==> config.mk <==
export PLATFORM = sky130hd
export DESIGN_NAME = qec_top
export DESIGN_NICKNAME = d
export VERILOG_FILES = /design/src/hw/qec_pkg.sv /design/src/hw/qec_filter.sv /design/src/hw/qec_top.sv
export SDC_FILE = /design/constraint.sdc
export NUM_CORES = 1
export LEC_CHECK = 0
export BUFFER_PORTS_ARGS = -buffer_cell sky130_fd_sc_hd__buf_2
export CORE_MARGIN = 2
export CORE_UTILIZATION = 53
export DETAILED_ROUTE_END_ITERATION = 10
export HOLD_SLACK_MARGIN = 0.03
export PLACE_DENSITY_LB_ADDON = 0.08
export SYNTH_ARGS = -nofsm -noshare
export SYNTH_HDL_FRONTEND = slang
export SYNTH_HIERARCHICAL = 1
export SYNTH_SLANG_ARGS = --single-unit
==> constraint.sdc <==
create_clock -name clock -period 16.7 [get_ports clock]
set_clock_uncertainty 0.15 [all_clocks]
set_input_delay 1.67 -clock clock [delete_from_list [all_inputs] [get_ports clock]]
set_output_delay 1.67 -clock clock [all_outputs]
set_load 0.03 [all_outputs]
==> src/hw/qec_pkg.sv <==
// Package for the quadrature encoder counter: register map, fields, timing
package qec_pkg;
    localparam int unsigned CLK_HZ          = 50_000_000;
    localparam int unsigned SAMPLE_HZ       = 50_000_000;
    localparam int unsigned LONG_FILT       = 15;
    localparam int unsigned SHORT_FILT      = 3;
    localparam int unsigned FILT_W          = 4;
    localparam logic [FILT_W-1:0] LONG_CNT  = FILT_W'(LONG_FILT - 1);
    localparam logic [FILT_W-1:0] SHORT_CNT = FILT_W'(SHORT_FILT - 1);

    localparam logic [7:0] ADDR_CTRL   = 8'h00;
    localparam logic [7:0] ADDR_COUNT  = 8'h04;
    localparam logic [7:0] ADDR_RAW    = 8'h08;
    localparam logic [7:0] ADDR_STATUS = 8'h0C;
    localparam logic [7:0] ADDR_IRQST  = 8'h10;
    localparam logic [7:0] ADDR_IRQMSK = 8'h14;

    // Control bit positions
    localparam int unsigned CB_MODE     = 0;
    localparam int unsigned CB_FILT     = 1;
    localparam int unsigned CB_IDXRISE  = 2;
    localparam int unsigned CB_GATE_EN  = 3;
    localparam int unsigned CB_GATE_INV = 4;
    localparam int unsigned CB_ARM      = 5;
    localparam int unsigned CB_ZERO     = 6;
    localparam int unsigned CTRL_W      = 7;
    localparam logic [CTRL_W-1:0] CTRL_RST = 7'h02;

    // Interrupt bits: index captured, count moved
    localparam int unsigned IB_INDEX = 0;
    localparam int unsigned IB_MOVE  = 1;
    localparam int unsigned IRQ_W    = 2;

    typedef struct packed {
        logic a;
        logic b;
        logic idx;
        logic gate;
    } qec_enc_type;

    typedef struct packed {
        logic [31:0]       count;
        logic [31:0]       raw;
        logic [CTRL_W-1:0] ctrl;
        logic [IRQ_W-1:0]  irq_st;
        logic [IRQ_W-1:0]  irq_msk;
        qec_enc_type       prev;
        logic [31:0]       rdata;
        logic              pready;
    } qec_top_state_type;
endpackage

==> src/hw/qec_filter.sv <==
// Two-flop synchroniser and stability filter for one encoder input
`timescale 1ns/100ps
module qec_filter
    import qec_pkg::*;
(
    input  wire logic              clock,
    input  wire logic              rstn,
    input  wire logic              pin,
    input  wire logic              long_sel,
    output logic                   level
);
    typedef struct packed {
        logic              s1;
        logic              s2;
        logic              lvl;
        logic [FILT_W-1:0] cnt;
    } qec_filt_state_type;

    qec_filt_state_type st_ff, nxt_st;

    always_comb begin
        logic [FILT_W-1:0] limit;
        limit        = long_sel ? LONG_CNT : SHORT_CNT;  // [RULE9] [RULE10]
        nxt_st       = st_ff;
        nxt_st.s1    = pin;
        nxt_st.s2    = st_ff.s1;
        // Change accepted only after it holds for the full window
        if (st_ff.s2 == st_ff.lvl) begin
            nxt_st.cnt = '0;
        end else if (st_ff.cnt >= limit) begin
            nxt_st.lvl = st_ff.s2;
            nxt_st.cnt = '0;
        end else begin
            nxt_st.cnt = st_ff.cnt + FILT_W'(1);
        end
    end

    always_ff @(posedge clock or negedge rstn) begin  // [RULE11]
        if (!rstn) begin
            st_ff <= '0;
        end else begin
            st_ff <= nxt_st;
        end
    end

    assign level = st_ff.lvl;

    a_short_pulse_drop: assert property (@(posedge clock) disable iff (!rstn)  // [RULE10]
        !long_sel && (st_ff.s2 != st_ff.lvl) && $past(st_ff.s2 == st_ff.lvl) ##1
        !long_sel && (st_ff.s2 != st_ff.lvl) ##1
        (st_ff.s2 == st_ff.lvl) |-> st_ff.lvl == $past(st_ff.lvl, 2))
        else $error("filter accepted a change that did not persist");
    a_long_window: assert property (@(posedge clock) disable iff (!rstn)  // [RULE9]
        long_sel && $changed(st_ff.lvl) |->
        $past(st_ff.s2 != st_ff.lvl, 1) && $past(st_ff.s2 != st_ff.lvl, LONG_FILT))
        else $error("long filter accepted change too early");
endmodule

==> src/hw/qec_top.sv <==
// Quadrature encoder counter with APB register access and interrupt
`timescale 1ns/100ps
//
// Notes on behaviour
// [RULE1] Inputs A, B, index, optional index gate
// [RULE2] Signed count since last zeroing event
// [RULE3] Raw total never cleared after start-up
// [RULE4] Armed index zeroes count, clears arm
// [RULE5] Zero control holds count; host releases it
// [RULE6] Mode bit: quadrature clear, up/down set
// [RULE7] Up/down: A rising counts, B gives direction
// [RULE8] Quadrature counts every edge, four per line
// [RULE9] Long filter needs fifteen stable samples
// [RULE10] Short filter needs three stable samples
// [RULE11] Sampling runs on dedicated sample clock; here the filters sample on the system clock
// [RULE12] Index edge bit: set rising, clear falling
// [RULE13] Gating ignores index unless gate active
// [RULE14] Gate polarity bit: set means active low
// [RULE15] Count and total wrap as 32-bit
//
module qec_top
    import qec_pkg::*;
#(
    parameter bit HAS_GATE = 1'b1
)
(
    input  wire logic        clock,
    input  wire logic        rstn,
    input  wire logic        enc_a,
    input  wire logic        enc_b,
    input  wire logic        enc_idx,
    input  wire logic        enc_gate,
    input  wire logic        psel,
    input  wire logic        penable,
    input  wire logic        pwrite,
    input  wire logic [7:0]  paddr,
    input  wire logic [31:0] pwdata,
    input  wire logic [3:0]  pstrb,
    output logic      [31:0] prdata,
    output logic             pready,
    output logic             pslverr,
    output logic             irq
);
    qec_top_state_type st_ff, nxt_st;
    qec_enc_type       flt;
    logic              gate_pin;

    // Four-input variant only; gate pin tied high otherwise, active unless the polarity bit is set
    assign gate_pin = HAS_GATE ? enc_gate : 1'b1;  // [RULE1]

    qec_filter u_fa (.clock(clock), .rstn(rstn), .pin(enc_a),
        .long_sel(st_ff.ctrl[CB_FILT]), .level(flt.a));  // [RULE1]
    qec_filter u_fb (.clock(clock), .rstn(rstn), .pin(enc_b),
        .long_sel(st_ff.ctrl[CB_FILT]), .level(flt.b));
    qec_filter u_fi (.clock(clock), .rstn(rstn), .pin(enc_idx),
        .long_sel(st_ff.ctrl[CB_FILT]), .level(flt.idx));
    qec_filter u_fg (.clock(clock), .rstn(rstn), .pin(gate_pin),
        .long_sel(st_ff.ctrl[CB_FILT]), .level(flt.gate));

    // Step from the filtered phases; +1, -1 or 0
    function automatic logic [1:0] qec_step(input logic mode, input qec_enc_type cur,
                                            input qec_enc_type old);
        logic [1:0] r;
        r = 2'h0;
        if (mode) begin
            if (cur.a && !old.a) begin  // [RULE7]
                r = cur.b ? 2'h1 : 2'h3;
            end
        end else if ((cur.a ^ old.a) || (cur.b ^ old.b)) begin  // [RULE8]
            // Forward when the new A differs from the old B
            if ((cur.a ^ old.a) && (cur.b ^ old.b)) begin
                r = 2'h0;  // Illegal double step is dropped
            end else begin
                r = ((cur.a ^ old.b) != 1'b0) ? 2'h1 : 2'h3;
            end
        end
        return r;
    endfunction

    function automatic logic [31:0] qec_apply(input logic [31:0] v, input logic [1:0] s);
        logic [31:0] r;
        r = v;
        if (s == 2'h1) begin
            r = v + 32'h0000_0001;  // [RULE15]
        end else if (s == 2'h3) begin
            r = v - 32'h0000_0001;  // [RULE15]
        end
        return r;
    endfunction

    logic        bus_wr;
    logic        bus_rd;
    logic [1:0]  step;
    logic        idx_edge;
    logic        gate_ok;
    logic        idx_event;

    // Writes land only at the edge where pready is seen high, so never twice
    assign bus_wr = psel && penable && pwrite && st_ff.pready;
    assign bus_rd = psel && !penable && !pwrite;

    always_comb begin
        logic [31:0] wm;
        wm = {{8{pstrb[3]}}, {8{pstrb[2]}}, {8{pstrb[1]}}, {8{pstrb[0]}}};
        step = qec_step(st_ff.ctrl[CB_MODE], flt, st_ff.prev);  // [RULE6]
        idx_edge = st_ff.ctrl[CB_IDXRISE] ? (flt.idx && !st_ff.prev.idx)
                                          : (!flt.idx && st_ff.prev.idx);  // [RULE12]
        gate_ok = !st_ff.ctrl[CB_GATE_EN] ||
                  (flt.gate ^ st_ff.ctrl[CB_GATE_INV]);  // [RULE13] [RULE14]
        idx_event = idx_edge && gate_ok && st_ff.ctrl[CB_ARM];
        nxt_st = st_ff;
        nxt_st.prev = flt;
        nxt_st.raw = qec_apply(st_ff.raw, step);  // [RULE3]
        nxt_st.count = qec_apply(st_ff.count, step);  // [RULE2]
        if (idx_event) begin
            nxt_st.count = 32'h0000_0000;  // [RULE4]
            nxt_st.ctrl[CB_ARM] = 1'b0;  // [RULE4]
        end
        if (st_ff.ctrl[CB_ZERO]) begin
            nxt_st.count = 32'h0000_0000;  // [RULE5]
        end
        nxt_st.pready = 1'b0;
        // One wait state: pready rises after the first access edge of a write
        if (psel && penable && pwrite && !st_ff.pready) begin
            nxt_st.pready = 1'b1;
        end
        if (bus_wr) begin
            case (paddr)
                ADDR_CTRL: begin
                    nxt_st.ctrl = (st_ff.ctrl & ~wm[CTRL_W-1:0]) |
                                  (pwdata[CTRL_W-1:0] & wm[CTRL_W-1:0]);
                    if (idx_event) begin
                        nxt_st.ctrl[CB_ARM] = 1'b0;  // Event beats a rearm write
                    end
                end
                ADDR_IRQST: begin
                    nxt_st.irq_st = st_ff.irq_st & ~(pwdata[IRQ_W-1:0] & wm[IRQ_W-1:0]);
                end
                ADDR_IRQMSK: begin
                    nxt_st.irq_msk = (st_ff.irq_msk & ~wm[IRQ_W-1:0]) |
                                     (pwdata[IRQ_W-1:0] & wm[IRQ_W-1:0]);
                end
                default: begin
                end
            endcase
        end
        // Events set after the clear so a same-cycle event survives
        if (idx_event) begin
            nxt_st.irq_st[IB_INDEX] = 1'b1;
        end
        if (step != 2'h0) begin
            nxt_st.irq_st[IB_MOVE] = 1'b1;
        end
        if (bus_rd) begin
            case (paddr)
                ADDR_CTRL:   nxt_st.rdata = {25'h0, st_ff.ctrl};
                ADDR_COUNT:  nxt_st.rdata = st_ff.count;
                ADDR_RAW:    nxt_st.rdata = st_ff.raw;
                ADDR_STATUS: nxt_st.rdata = {28'h0, flt.gate, flt.idx, flt.b, flt.a};
                ADDR_IRQST:  nxt_st.rdata = {30'h0, st_ff.irq_st};
                ADDR_IRQMSK: nxt_st.rdata = {30'h0, st_ff.irq_msk};
                default:     nxt_st.rdata = 32'h0000_0000;
            endcase
            nxt_st.pready = 1'b1;
        end
    end

    always_ff @(posedge clock or negedge rstn) begin
        if (!rstn) begin
            st_ff <= '{count: 32'h0, raw: 32'h0, ctrl: CTRL_RST, irq_st: '0,
                       irq_msk: '0, prev: '0, rdata: 32'h0, pready: 1'b0};
        end else begin
            st_ff <= nxt_st;
        end
    end

    // Reads answer at the first access edge, writes one cycle later
    assign pready  = pwrite ? st_ff.pready : (psel && penable);
    assign prdata  = st_ff.rdata;
    assign pslverr = 1'b0;
    assign irq     = |(st_ff.irq_st & st_ff.irq_msk);

    a_zero_holds: assert property (@(posedge clock) disable iff (!rstn)  // [RULE5]
        st_ff.ctrl[CB_ZERO] && $past(st_ff.ctrl[CB_ZERO]) |-> st_ff.count == 32'h0)
        else $error("count not held at zero");
    a_arm_clears: assert property (@(posedge clock) disable iff (!rstn)  // [RULE4]
        idx_event |=> !st_ff.ctrl[CB_ARM] && st_ff.irq_st[IB_INDEX])
        else $error("arm bit not cleared on index");
    a_index_zero: assert property (@(posedge clock) disable iff (!rstn)  // [RULE4]
        idx_event && !(bus_wr && paddr == ADDR_CTRL) |=> st_ff.count == 32'h0)
        else $error("count not zeroed on index");
    a_raw_tracks: assert property (@(posedge clock) disable iff (!rstn)  // [RULE3]
        step == 2'h1 |=> st_ff.raw == $past(st_ff.raw) + 32'h1)
        else $error("raw total missed a count");
    a_updown_dir: assert property (@(posedge clock) disable iff (!rstn)  // [RULE7]
        st_ff.ctrl[CB_MODE] && flt.a && !st_ff.prev.a && !flt.b |-> step == 2'h3)
        else $error("up/down direction wrong");
    a_updown_quiet: assert property (@(posedge clock) disable iff (!rstn)  // [RULE6]
        st_ff.ctrl[CB_MODE] && !(flt.a && !st_ff.prev.a) |-> step == 2'h0)
        else $error("up/down counted without A rise");
    a_quad_edge: assert property (@(posedge clock) disable iff (!rstn)  // [RULE8]
        !st_ff.ctrl[CB_MODE] && (flt.b != st_ff.prev.b) && (flt.a == st_ff.prev.a)
        |-> step != 2'h0)
        else $error("quadrature edge not counted");
    a_gate_blocks: assert property (@(posedge clock) disable iff (!rstn)  // [RULE13]
        st_ff.ctrl[CB_GATE_EN] && (flt.gate == st_ff.ctrl[CB_GATE_INV]) |-> !idx_event)
        else $error("index passed closed gate");
    a_read_nowait: assert property (@(posedge clock) disable iff (!rstn)
        psel && penable && !pwrite |-> pready)
        else $error("read access not answered at once");
    a_raw_down: assert property (@(posedge clock) disable iff (!rstn)  // [RULE15]
        step == 2'h3 |=> st_ff.raw == $past(st_ff.raw) - 32'h1)
        else $error("raw total missed a down count");
    a_count_up: assert property (@(posedge clock) disable iff (!rstn)  // [RULE2]
        step == 2'h1 && !idx_event && !st_ff.ctrl[CB_ZERO]
        |=> st_ff.count == $past(st_ff.count) + 32'h1)
        else $error("count missed an up count");
    a_edge_rise: assert property (@(posedge clock) disable iff (!rstn)  // [RULE12]
        idx_event && st_ff.ctrl[CB_IDXRISE] |-> flt.idx && !st_ff.prev.idx)
        else $error("index event without rising edge");
    a_edge_fall: assert property (@(posedge clock) disable iff (!rstn)  // [RULE12]
        idx_event && !st_ff.ctrl[CB_IDXRISE] |-> !flt.idx && st_ff.prev.idx)
        else $error("index event without falling edge");
    a_quad_quiet: assert property (@(posedge clock) disable iff (!rstn)  // [RULE8]
        !st_ff.ctrl[CB_MODE] && (flt.a == st_ff.prev.a) && (flt.b == st_ff.prev.b)
        |-> step == 2'h0)
        else $error("quadrature counted without an edge");
endmodule

# After elaboration in Yosys (flattened, before gate mapping)
# Cells that the tools add are included.
# op_classes
shift	0
add_sub_neg	8
bitwise_logic	19
multipliers	0
eq_ne	11
n_div	0
n_reduce_logical	38
n_lt_le_gt_ge	4
n_mux	34
# op_table
op	count
$mux W32	6
$pmux W32 S6	1
$add A32 B1 Y32 const B	2
$sub A32 B1 Y32 const B	2
$mux W4	9
$add A4 B1 Y4 const B	4
$eq A8 B4 Y1 const B	2
$eq A8 B5 Y1 const B	2
$ge A4 B4 Y1	4
$mux W2	8
$reduce_and A2 Y1	8
$and A7 B7 Y7	2
$logic_and A1 B1 Y1	12
$reduce_bool A2 Y1	6
$mux W10	1
$and A2 B2 Y2	4
$eq A8 B3 Y1 const B	1
$logic_not A8 Y1	1
$mux W1	8
$logic_not A1 Y1	7
$not A7 Y7	1
$or A7 B7 Y7	1
$mux W6	1
$eq A1 B1 Y1	4
9 further kinds	17
# word_totals
word_cells	142
latchBits	0
register_bits	139
mem_bits_rw	0
n_memories	0
mem_bits_ro	0
output_inout_bits	35
inputBits	53

# Depth between registers and ports, before layout
# Gate-level depths: netlist of run 1.
# depth
ltp_word	10
ltp_mapped	19
depth_no_buf	18

# Hierarchy
# Netlist of run 1, hierarchy kept.
# modules_own_cells
module	area_each_um2	seq_area_each_um2	cells_per_inst	n_inst
qec_top	8015.2	2778.9	923	1
qec_filter	324.1	175.2	26	4

# Worst setup path after synthesis of run 1
# Ideal clock, no wire load.
# synth_timing
kind	flip-flop to flip-flop
from	register u_fa.st_ff (netlist bit u_fa/level)
to	register st_ff[111] (netlist bit)
t_arrival_ns	5.192
required_ns	16.471
path_buffers	0
path_slack_ns	11.278
stages_incl_launch_ff	17
setup_time_ns	0.079
cell_sequence	dfrtp_1 ha_1 ha_1 nor4_1 a31oi_1 and2_1 inv_1 ha_1 a2111oi_2 o21ai_1 a221oi_2 o211ai_1 o31a_1 a221o_1 a22o_1 mux2i_1 mux2i_1
# synth_between
elab_chain_cells	9
elab_cells_between_ends	16
classes_between	eq/ne: 2; mux: 8; bitwise: 2; reduce/logical: 4
# synth_rtl
element	line	rtl
start: declaration	qec_filter.sv:19	qec_filt_state_type st_ff, nxt_st;
start signal: assignment	qec_filter.sv:42	st_ff <= nxt_st;
$xor A1 B1 Y1, on equally long branches	qec_top.sv:74, qec_top.sv:69, qec_top.sv:71	
$mux W2 / $logic_and A1 B1 Y1 (equally long branches)	qec_top.sv:74, qec_top.sv:71	
$mux W2	qec_top.sv:71	if ((cur.a ^ old.a) && (cur.b ^ old.b)) begin
$mux W2	qec_top.sv:69	end else if ((cur.a ^ old.a) || (cur.b ^ old.b)) begin
$mux W2 (*)	qec_top.sv:65	if (mode) begin
$eq A2 B1 Y1	qec_top.sv:83	if (s == 2'h1) begin
$mux W32	qec_top.sv:83	
$mux W32	qec_top.sv:115	if (idx_event) begin
$mux W32	qec_top.sv:119	if (st_ff.ctrl[CB_ZERO]) begin
end signal: assignment	qec_top.sv:170	st_ff <= '{count: 32'h0, raw: 32'h0, ctrl: CTRL_RST, irq_st: '0,
end signal: assignment	qec_top.sv:173	st_ff <= nxt_st;
end: declaration	qec_top.sv:44	qec_top_state_type st_ff, nxt_st;
# Every way passes the cells marked *; elsewhere a longest branch is shown, timed or not.
# A chain may end at the register's enable or synchronous reset.

# Worst setup path after layout of run 1
# Same ends and word-level chain as after synthesis.

==> impl_metrics.sql, run 1 <==
INSERT INTO impl_metrics (metric_group, metric, value, unit) VALUES
('die', 'initial_core_utilization', '54.0', '%'),
('layout', 'antenna-diode-count', '0', ''),
('timing', 'number_of_setup_violations_in_the_final_report', '0', ''),
('synthesis', 'netlist.top_cell.by_area', 'dfrtp_1', ''),
('timing', 'max_slew_margin', '31.0', '%'),
('setup_path', 'setup.worst_path.end_class', 'flip-flop', ''),
('synthesis', 'postSynth.topFlopCell', 'dfrtp_1', ''),
('timing', 'timing_max_transition_violations_final', '0', ''),
('setup_path', 'crit_arrival', '6.24', 'ns'),
('die', 'io-pin-count', '88', ''),
('outcome', 'outcome', 'finished clean', ''),
('clock_tree', 'insertion_delay', '0.43', 'ns'),
('timing', 'min_period', '6.05', 'ns'),
('synthesis', 'post_synth_num_cell_types', '61', ''),
('clock_tree', 'post_cts_buffers', '0', ''),
('route', 'via_per_inst', '5.71', ''),
('layout', 'num-nets-final', '1184', ''),
('grt', 'first_global_vias', '6938', ''),
('die', 'row_count', '48', ''),
('route', 'detailedRoute.firstPassIterationCount', '5', ''),
('layout', 'mostFrequentLayoutCell', 'dfrtp_1', ''),
('clock_tree', 'max-clock-path-buffers', '2', ''),
('timing', 'achievable_frequency', '165', 'MHz'),
('setup_path', 'critical_path_peak_fanout', '61', ''),
('route', 'post-route-drc-count', '0', ''),
('grt', 'grt_first_pass_wirelength', '35200', 'um'),
('grt', 'grt.total_usage', '23.9', '%'),
('clock_tree', 'worst_setup_hold_path_clk_slew', '0.06', 'ns'),
('timing', 'transition_time_at_the_pin_with_the_least_slew_margin', '1.03', 'ns'),
('synthesis', 'synth_nets', '1168', ''),
('layout', 'layout_common_cells', '138 x dfrtp_1, 123 x nand2_1, 86 x ha_1', ''),
('setup_path', 'critical_path.startpoint_type', 'flip-flop', ''),
('layout', 'fill_cell_count', '1558', ''),
('synthesis', 'post_synth.cell_area_avg', '9.07', 'sq um'),
('place', 'numPortBuffers', '58', ''),
('synthesis', 'yosys_warnings', '6', ''),
('clock_tree', 'post_cts_resize_count', '0', ''),
('clock_tree', 'number_of_clock_buffers_inserted_by_tritoncts', '17', ''),
('timing', 'rsz0062_at_grt', 'false', ''),
('place', 'routabilityCongestion', '0.888', ''),
('grt', 'overflow', '0', ''),
('synthesis', 'async_flop_share', '100', '%'),
('route', 'wl_per_cell', '16.5', 'um'),
('synthesis', 'synthDominantCellAreaShare', '37.1', '%'),
('route', 'finalWirelength', '21100', 'um'),
('job', 'number_of_maximum_capacitance_violations', '0', ''),
('worst_hold_path', 'hp-class', 'flip-flop to flip-flop', ''),
('layout', 'layout-drive-gt1-share', '12.5', '%'),
('grt', 'grt_antenna_before_repair', '0', ''),
('setup_path', 'critical_path_required', '16.90', 'ns'),
('synthesis', 'synth-seq-area-share', '37.4', '%'),
('synthesis', 'ys_ff_latch', '139', ''),
('clock_tree', 'cts_num_sinks', '139', ''),
('route', 'final_antenna_net_count', '0', ''),
('timing', 'final-hold-violation-count', '0', ''),
('clock_tree', 'hold_buffers', '0', ''),
('clock_tree', 'cts_root_buffer', 'clkbuf_16', ''),
('synthesis', 'synthesis.area', '9310', 'sq um'),
('place', 'detailedPlacementHpwl', '14600', 'um'),
('synthesis', 'synth-edff-count', '0', ''),
('synthesis', 'synth_cells', '1027', ''),
('synthesis', 'synthTopCellsByArea', 'dfrtp_1 37%, ha_1 12%, nand2_1 5.0%, o21ai_0 4.4%, a21oi_1 4.2%', ''),
('clock_tree', 'cts_tree', 'yes', ''),
('route', 'detailedRoute.firstIterationViolations', '418', ''),
('route', 'total_via_count_in_the_routed_design', '7318', ''),
('die', 'die_x', '137', 'um'),
('die', 'core-area', '17200', 'sq um'),
('grt', 'pin_count_of_the_biggest_net_entering_global_routing', '75', ''),
('layout', 'area.growth.synth_to_final', '9.03', '%'),
('timing', 'layout_worst_path_cycle_share', '36.2', '%'),
('die', 'die_h', '137', 'um'),
('setup_path', 'ws_path_type', 'flip-flop to flip-flop', ''),
('timing', 'setup-tns-final', '0', 'ns'),
('die', 'die_area', '18600', 'sq um'),
('clock_tree', 'ctsHtreeMaxLevel', '4', '');
==> state kept, by name, indices dropped and copies added, names as in the netlist, 5 cells and up, named ones only <==
| name | count |
|---|---|
| u_fg/st_ff | 5 |
| st_ff | 71 |
| u_fi/st_ff | 5 |
| u_fb/st_ff | 5 |
| u_fa/st_ff | 5 |
| prdata | 32 |
==> per-layer routing <==
layer	part of all wire, %	wire (um)	GRT usage, %	vias up
met4	1.1	228	6.19	0
met2	46	9680	38.1	105
met3	2.8	597	3.37	18
li1	-	-	-	3732
met5	0	0	0	-
met1	50	10600	34.2	3463
==> layout make-up <==
cell class                 count  area, sq um  area share (%)
sequential                   139         3480            34.3
multi-input combinational    799         5390            53.1
timing repair buffer          66          357            3.51
tap                          225          282            2.77
inverter                      20         75.1           0.739
clock buffer                  18          439            4.33
clock inverter                14          128            1.26
==> synth_stat cells, types with 3 or more instances <==
library cell and instances:
a31oi_1 16, o21bai_1 4, or3_1 4, o21a_1 4
buf_4 33, dfrtp_1 138, inv_1 20, a21oi_1 79
nor2b_1 3, o211ai_1 3, mux2_4 4, nor3_1 14
a21oi_2 4, nor2_1 81, mux2_2 13, o31ai_1 3
a221o_1 3, xor2_1 41, o21ai_1 6, a21o_1 39
nor4b_1 3, a221oi_1 5, o21ai_0 81, clkbuf_1 33
ha_1 86, nand2_1 123, nand2b_1 6, a21boi_0 3
nand4_1 5, and3_1 6, a211oi_1 16, a22oi_1 31
nand3_1 30, and2_1 5, mux2i_1 7, a41oi_1 3
nor4_1 4, xnor2_1 29, nand3b_1 3, a2111oi_0 4
o211ai_2 4, buf_1 3
==> stage by stage <==
stage	hold WS (ns)	setup slack [ns]	cell area (sq um)	utilization, %	instances
floorplan	0.181	11.28	9310	-	1027
global placement	0.184	10.72	9590	55.6	1249
detailed placement	0.187	10.70	9590	55.6	1249
CTS	0.201	10.66	10200	58.9	1281
global route	0.212	10.27	10200	58.9	1281
finish	0.197	10.65	10200	58.9	1281
==> critical path: stages, from the launching register on <==
cell	delay [ns]
dfrtp_1	0.46
ha_1	0.33
ha_1	0.34
mux2_2	0.27
buf_4	0.34
and2_1	0.28
inv_2	0.50
buf_4	0.54
ha_1	0.40
a2111oi_2	0.37
o21ai_1	0.13
a221oi_2	0.22
o211ai_1	0.16
o31a_1	0.33
a221o_1	0.37
a22o_1	0.24
mux2i_1	0.25
mux2i_1	0.24
==> logic make-up after synthesis <==
| group | count (synthesis) | synth area share [%] |
|---|---|---|
| multiplexers | 24 | 2.97 |
| adder cells (fa/ha/maj) | 88 | 12.0 |
| AO/OA/AOI/OAI | 322 | 22.2 |
| flip-flops | 139 | 37.4 |
| XOR/XNOR | 70 | 6.58 |
| AND/OR/NAND/NOR | 294 | 13.9 |
| buffers and inverters | 89 | 4.92 |
| other | 1 | 0.0403 |
==> final timing paths <==
path                                            to  cells past startpoint                     start  slack, ns
min reg2reg                u_fb/st_ff[5]$_DFF_PN0_                      0  u_fb/nxt_st[5]$_DFF_PN0_       0.20
min                        u_fb/st_ff[5]$_DFF_PN0_                      0  u_fb/nxt_st[5]$_DFF_PN0_       0.20
max                         st_ff[111]$_DFFE_PN0P_                     17    u_fa/level$_DFFE_PN0P_      10.65
max reg2reg                 st_ff[111]$_DFFE_PN0P_                     17    u_fa/level$_DFFE_PN0P_      10.65
min in group asynchronous    prdata[5]$_DFFE_PN0P_                      1                      rstn       1.09
max in group asynchronous    st_ff[70]$_DFFE_PN0P_                      2                      rstn      14.01
Power of run 1 is left out: the tool's default activity adds up to more than one toggle a clock period on the data nets, which glitch-free logic cannot reach.
==> run 2, diff against run 1 <==
==> constraint.sdc (replaced) <==
create_clock -name clock -period 5.71 [get_ports clock]
set_clock_uncertainty 0.15 [all_clocks]
set_input_delay 0.571 -clock clock [delete_from_list [all_inputs] [get_ports clock]]
set_output_delay 0.571 -clock clock [all_outputs]
set_load 0.03 [all_outputs]
==> impl_metrics.sql, run 2 (synthesis results as in run 1) <==
INSERT INTO impl_metrics (metric_group, metric, value, unit) VALUES
('outcome', 'outcome', 'finished clean', ''),
('timing', 'achievable_frequency', '197', 'MHz'),
('setup_path', 'critical_path_buf_inv_count', '3', ''),
('clock_tree', 'post_cts_resize_count', '0', ''),
('timing', 'min_period', '5.08', 'ns'),
('die', 'die_h', '137', 'um'),
('timing', 'max_slew_margin', '32.4', '%'),
('place', 'routabilityCongestion', '0.858', ''),
('place', 'numPortBuffers', '58', ''),
('die', 'die_area', '18600', 'sq um'),
('grt', 'gr-usage-met2', '38.3', '%'),
('grt', 'grt.total_usage', '24.4', '%'),
('grt', 'first_global_vias', '7084', ''),
('setup_path', 'critical_path.most_common_cell', 'ha_1', ''),
('worst_hold_path', 'holdPathStages', '1', ''),
('setup_path', 'cpLargestDelayFamily', 'compound AO/OA/AOI/OAI gates', ''),
('setup_path', 'setup.worst_path.end_class', 'flip-flop', ''),
('die', 'io-pin-count', '88', ''),
('worst_hold_path', 'timing.hold.worst_endpoint', 'u_fb/nxt_st[5]$_DFF_PN0_', ''),
('setup_path', 'critical_path_peak_fanout', '17', ''),
('clock_tree', 'max-clock-path-buffers', '2', ''),
('clock_tree', 'hold_buffers', '0', ''),
('setup_path', 'critical_path.reg2reg.startpoint', 'u_fa/level$_DFFE_PN0P_', ''),
('route', 'post-route-drc-count', '0', ''),
('setup_path', 'critical_path.max_stage_delay', '0.49', 'ns'),
('clock_tree', 'cts_tree', 'yes', ''),
('setup_path', 'regToRegSetupSlack', '0.63', 'ns'),
('clock_tree', 'insertion_delay', '0.43', 'ns'),
('setup_path', 'critical_path.startpoint_type', 'flip-flop', ''),
('timing', 'fin_worst_hold_slack', '0.0986', 'ns'),
('timing', 'final-hold-violation-count', '0', ''),
('timing', 'timing_max_transition_violations_final', '0', ''),
('layout', 'fill_cell_count', '1549', ''),
('grt', 'globalRouteMet3Util', '4.81', '%'),
('clock_tree', 'post_cts_buffers', '0', ''),
('setup_path', 'worstPathCellList', 'ha_1, inv_1, ha_1, nor4_1, a31oi_1, and2_1, inv_2, buf_4, ha_1, a21oi_1, o21ai_0, or3b_1, o211ai_1, o31a_1, a221o_1, a22o_1, mux2i_1, mux2i_1', ''),
('layout', 'antenna-diode-count', '0', ''),
('setup_path', 'ws_path_type', 'flip-flop to flip-flop', ''),
('grt', 'grt_first_pass_wirelength', '36000', 'um'),
('setup_path', 'critPathSlowestCell', 'a31oi_1', ''),
('setup_path', 'regToRegEndpoint', 'st_ff[111]$_DFFE_PN0P_', ''),
('clock_tree', 'cts_root_buffer', 'clkbuf_16', ''),
('route', 'final_antenna_net_count', '0', ''),
('place', 'detailedPlacementHpwl', '14600', 'um'),
('route', 'detailedRoute.firstIterationViolations', '478', ''),
('setup_path', 'crit_arrival', '5.28', 'ns'),
('clock_tree', 'number_of_clock_buffers_inserted_by_tritoncts', '17', ''),
('clock_tree', 'cts_num_sinks', '139', ''),
('timing', 'transition_time_at_the_pin_with_the_least_slew_margin', '1.01', 'ns'),
('route', 'detailedRoute.firstPassIterationCount', '5', ''),
('die', 'row_count', '48', ''),
('route', 'total_via_count_in_the_routed_design', '7466', ''),
('grt', 'grt_most_used_layer', 'met2', ''),
('die', 'core-area', '17200', 'sq um'),
('timing', 'final_critical_path_setup_slack', '0.635', 'ns'),
('timing', 'setup-tns-final', '0', 'ns'),
('layout', 'fin_util', '59.1', '%'),
('job', 'number_of_maximum_capacitance_violations', '0', ''),
('timing', 'number_of_setup_violations_in_the_final_report', '0', ''),
('layout', 'largest_register', 'st_ff', ''),
('grt', 'global_route.usage.met1', '34.8', '%'),
('setup_path', 'critical_path_required', '5.91', 'ns'),
('layout', 'layout_common_cells', '138 x dfrtp_1, 123 x nand2_1, 86 x ha_1', ''),
('place', 'post-place-ws', '0.673', 'ns'),
('route', 'via_per_inst', '5.81', ''),
('layout', 'mostFrequentLayoutCell', 'dfrtp_1', ''),
('clock_tree', 'ctsHtreeMaxLevel', '4', ''),
('route', 'wl_per_cell', '16.7', 'um'),
('setup_path', 'reg2reg_depth', '18', ''),
('layout', 'layout-drive-gt1-share', '12.7', '%'),
('timing', 'rsz0062_at_grt', 'false', ''),
('clock_tree', 'worst_setup_hold_path_clk_slew', '0.07', 'ns'),
('route', 'finalWirelength', '21500', 'um'),
('grt', 'overflow', '0', ''),
('worst_hold_path', 'hold_start', 'enc_b', ''),
('layout', 'num-nets-final', '1187', ''),
('layout', 'area.growth.synth_to_final', '9.39', '%'),
('worst_hold_path', 'hp-class', 'input port to flip-flop', ''),
('timing', 'layout_worst_path_cycle_share', '88.9', '%'),
('die', 'initial_core_utilization', '54.0', '%'),
('layout', 'largest_register_ff_count', '71', ''),
('grt', 'pin_count_of_the_biggest_net_entering_global_routing', '103', ''),
('grt', 'grt_antenna_before_repair', '0', ''),
('die', 'die_x', '137', 'um');
-- run 2: cell types whose count changed in the layout (fill, tap and decap cells not counted), sizes merged --
cell	before	now
clkbuf	18	17
bufinv	0	1
clkinv	4	2
buf	66	69
clkinvlp	1	3
-- run 2: final cells by class --
cell class / count / area (sq um) / area share, %
Multi-Input combinational cell: 799 / 5390 / 52.9
Sequential cell: 139 / 3480 / 34.2
Clock buffer: 17 / 425 / 4.18
Timing Repair Buffer: 69 / 379 / 3.72
Tap cell: 225 / 282 / 2.76
Clock inverter: 15 / 153 / 1.50
Inverter: 20 / 75.1 / 0.737
-- run 2: worst max path at each step --
stage,startpoint,end,slack [ns],cells after the start
2_1_floorplan,u_fa/level$_DFFE_PN0P_,st_ff[111]$_DFFE_PN0P_,0.29,16
3_3_place_gp,u_fa/level$_DFFE_PN0P_,st_ff[111]$_DFFE_PN0P_,0.67,18
3_5_place_dp,u_fa/level$_DFFE_PN0P_,st_ff[111]$_DFFE_PN0P_,0.67,18
4_1_cts,u_fa/level$_DFFE_PN0P_,st_ff[111]$_DFFE_PN0P_,0.60,18
5_1_grt,u_fa/level$_DFFE_PN0P_,st_ff[76]$_DFFE_PN0P_,0.17,17
6_report,u_fa/level$_DFFE_PN0P_,st_ff[111]$_DFFE_PN0P_,0.63,18
-- run 2: worst reg2reg max path: cells and delay by family, from the launching register on --
kind,cells,cell delay (ns)
compound gates,7,1.91
simple gates,3,0.71
buf+inv,3,0.49
mux,2,0.43
flops,1,0.47
fa+ha+maj,3,0.86
-- run 2: stage by stage --
step / cell area [sq um] / instances
finish: 10200 / 1284
global route: 10200 / 1284
CTS: 10200 / 1284
detailed placement: 9610 / 1252
global placement: 9610 / 1252
floorplan: 9310 / 1027
-- run 2: per-layer routing --
layer	part of all wire, %	vias up
met4	1.1	0
met5	0	-
li1	-	3730
met1	49	3569
met2	46	154
met3	4.4	13
Power of run 2 is left out for the same reason.
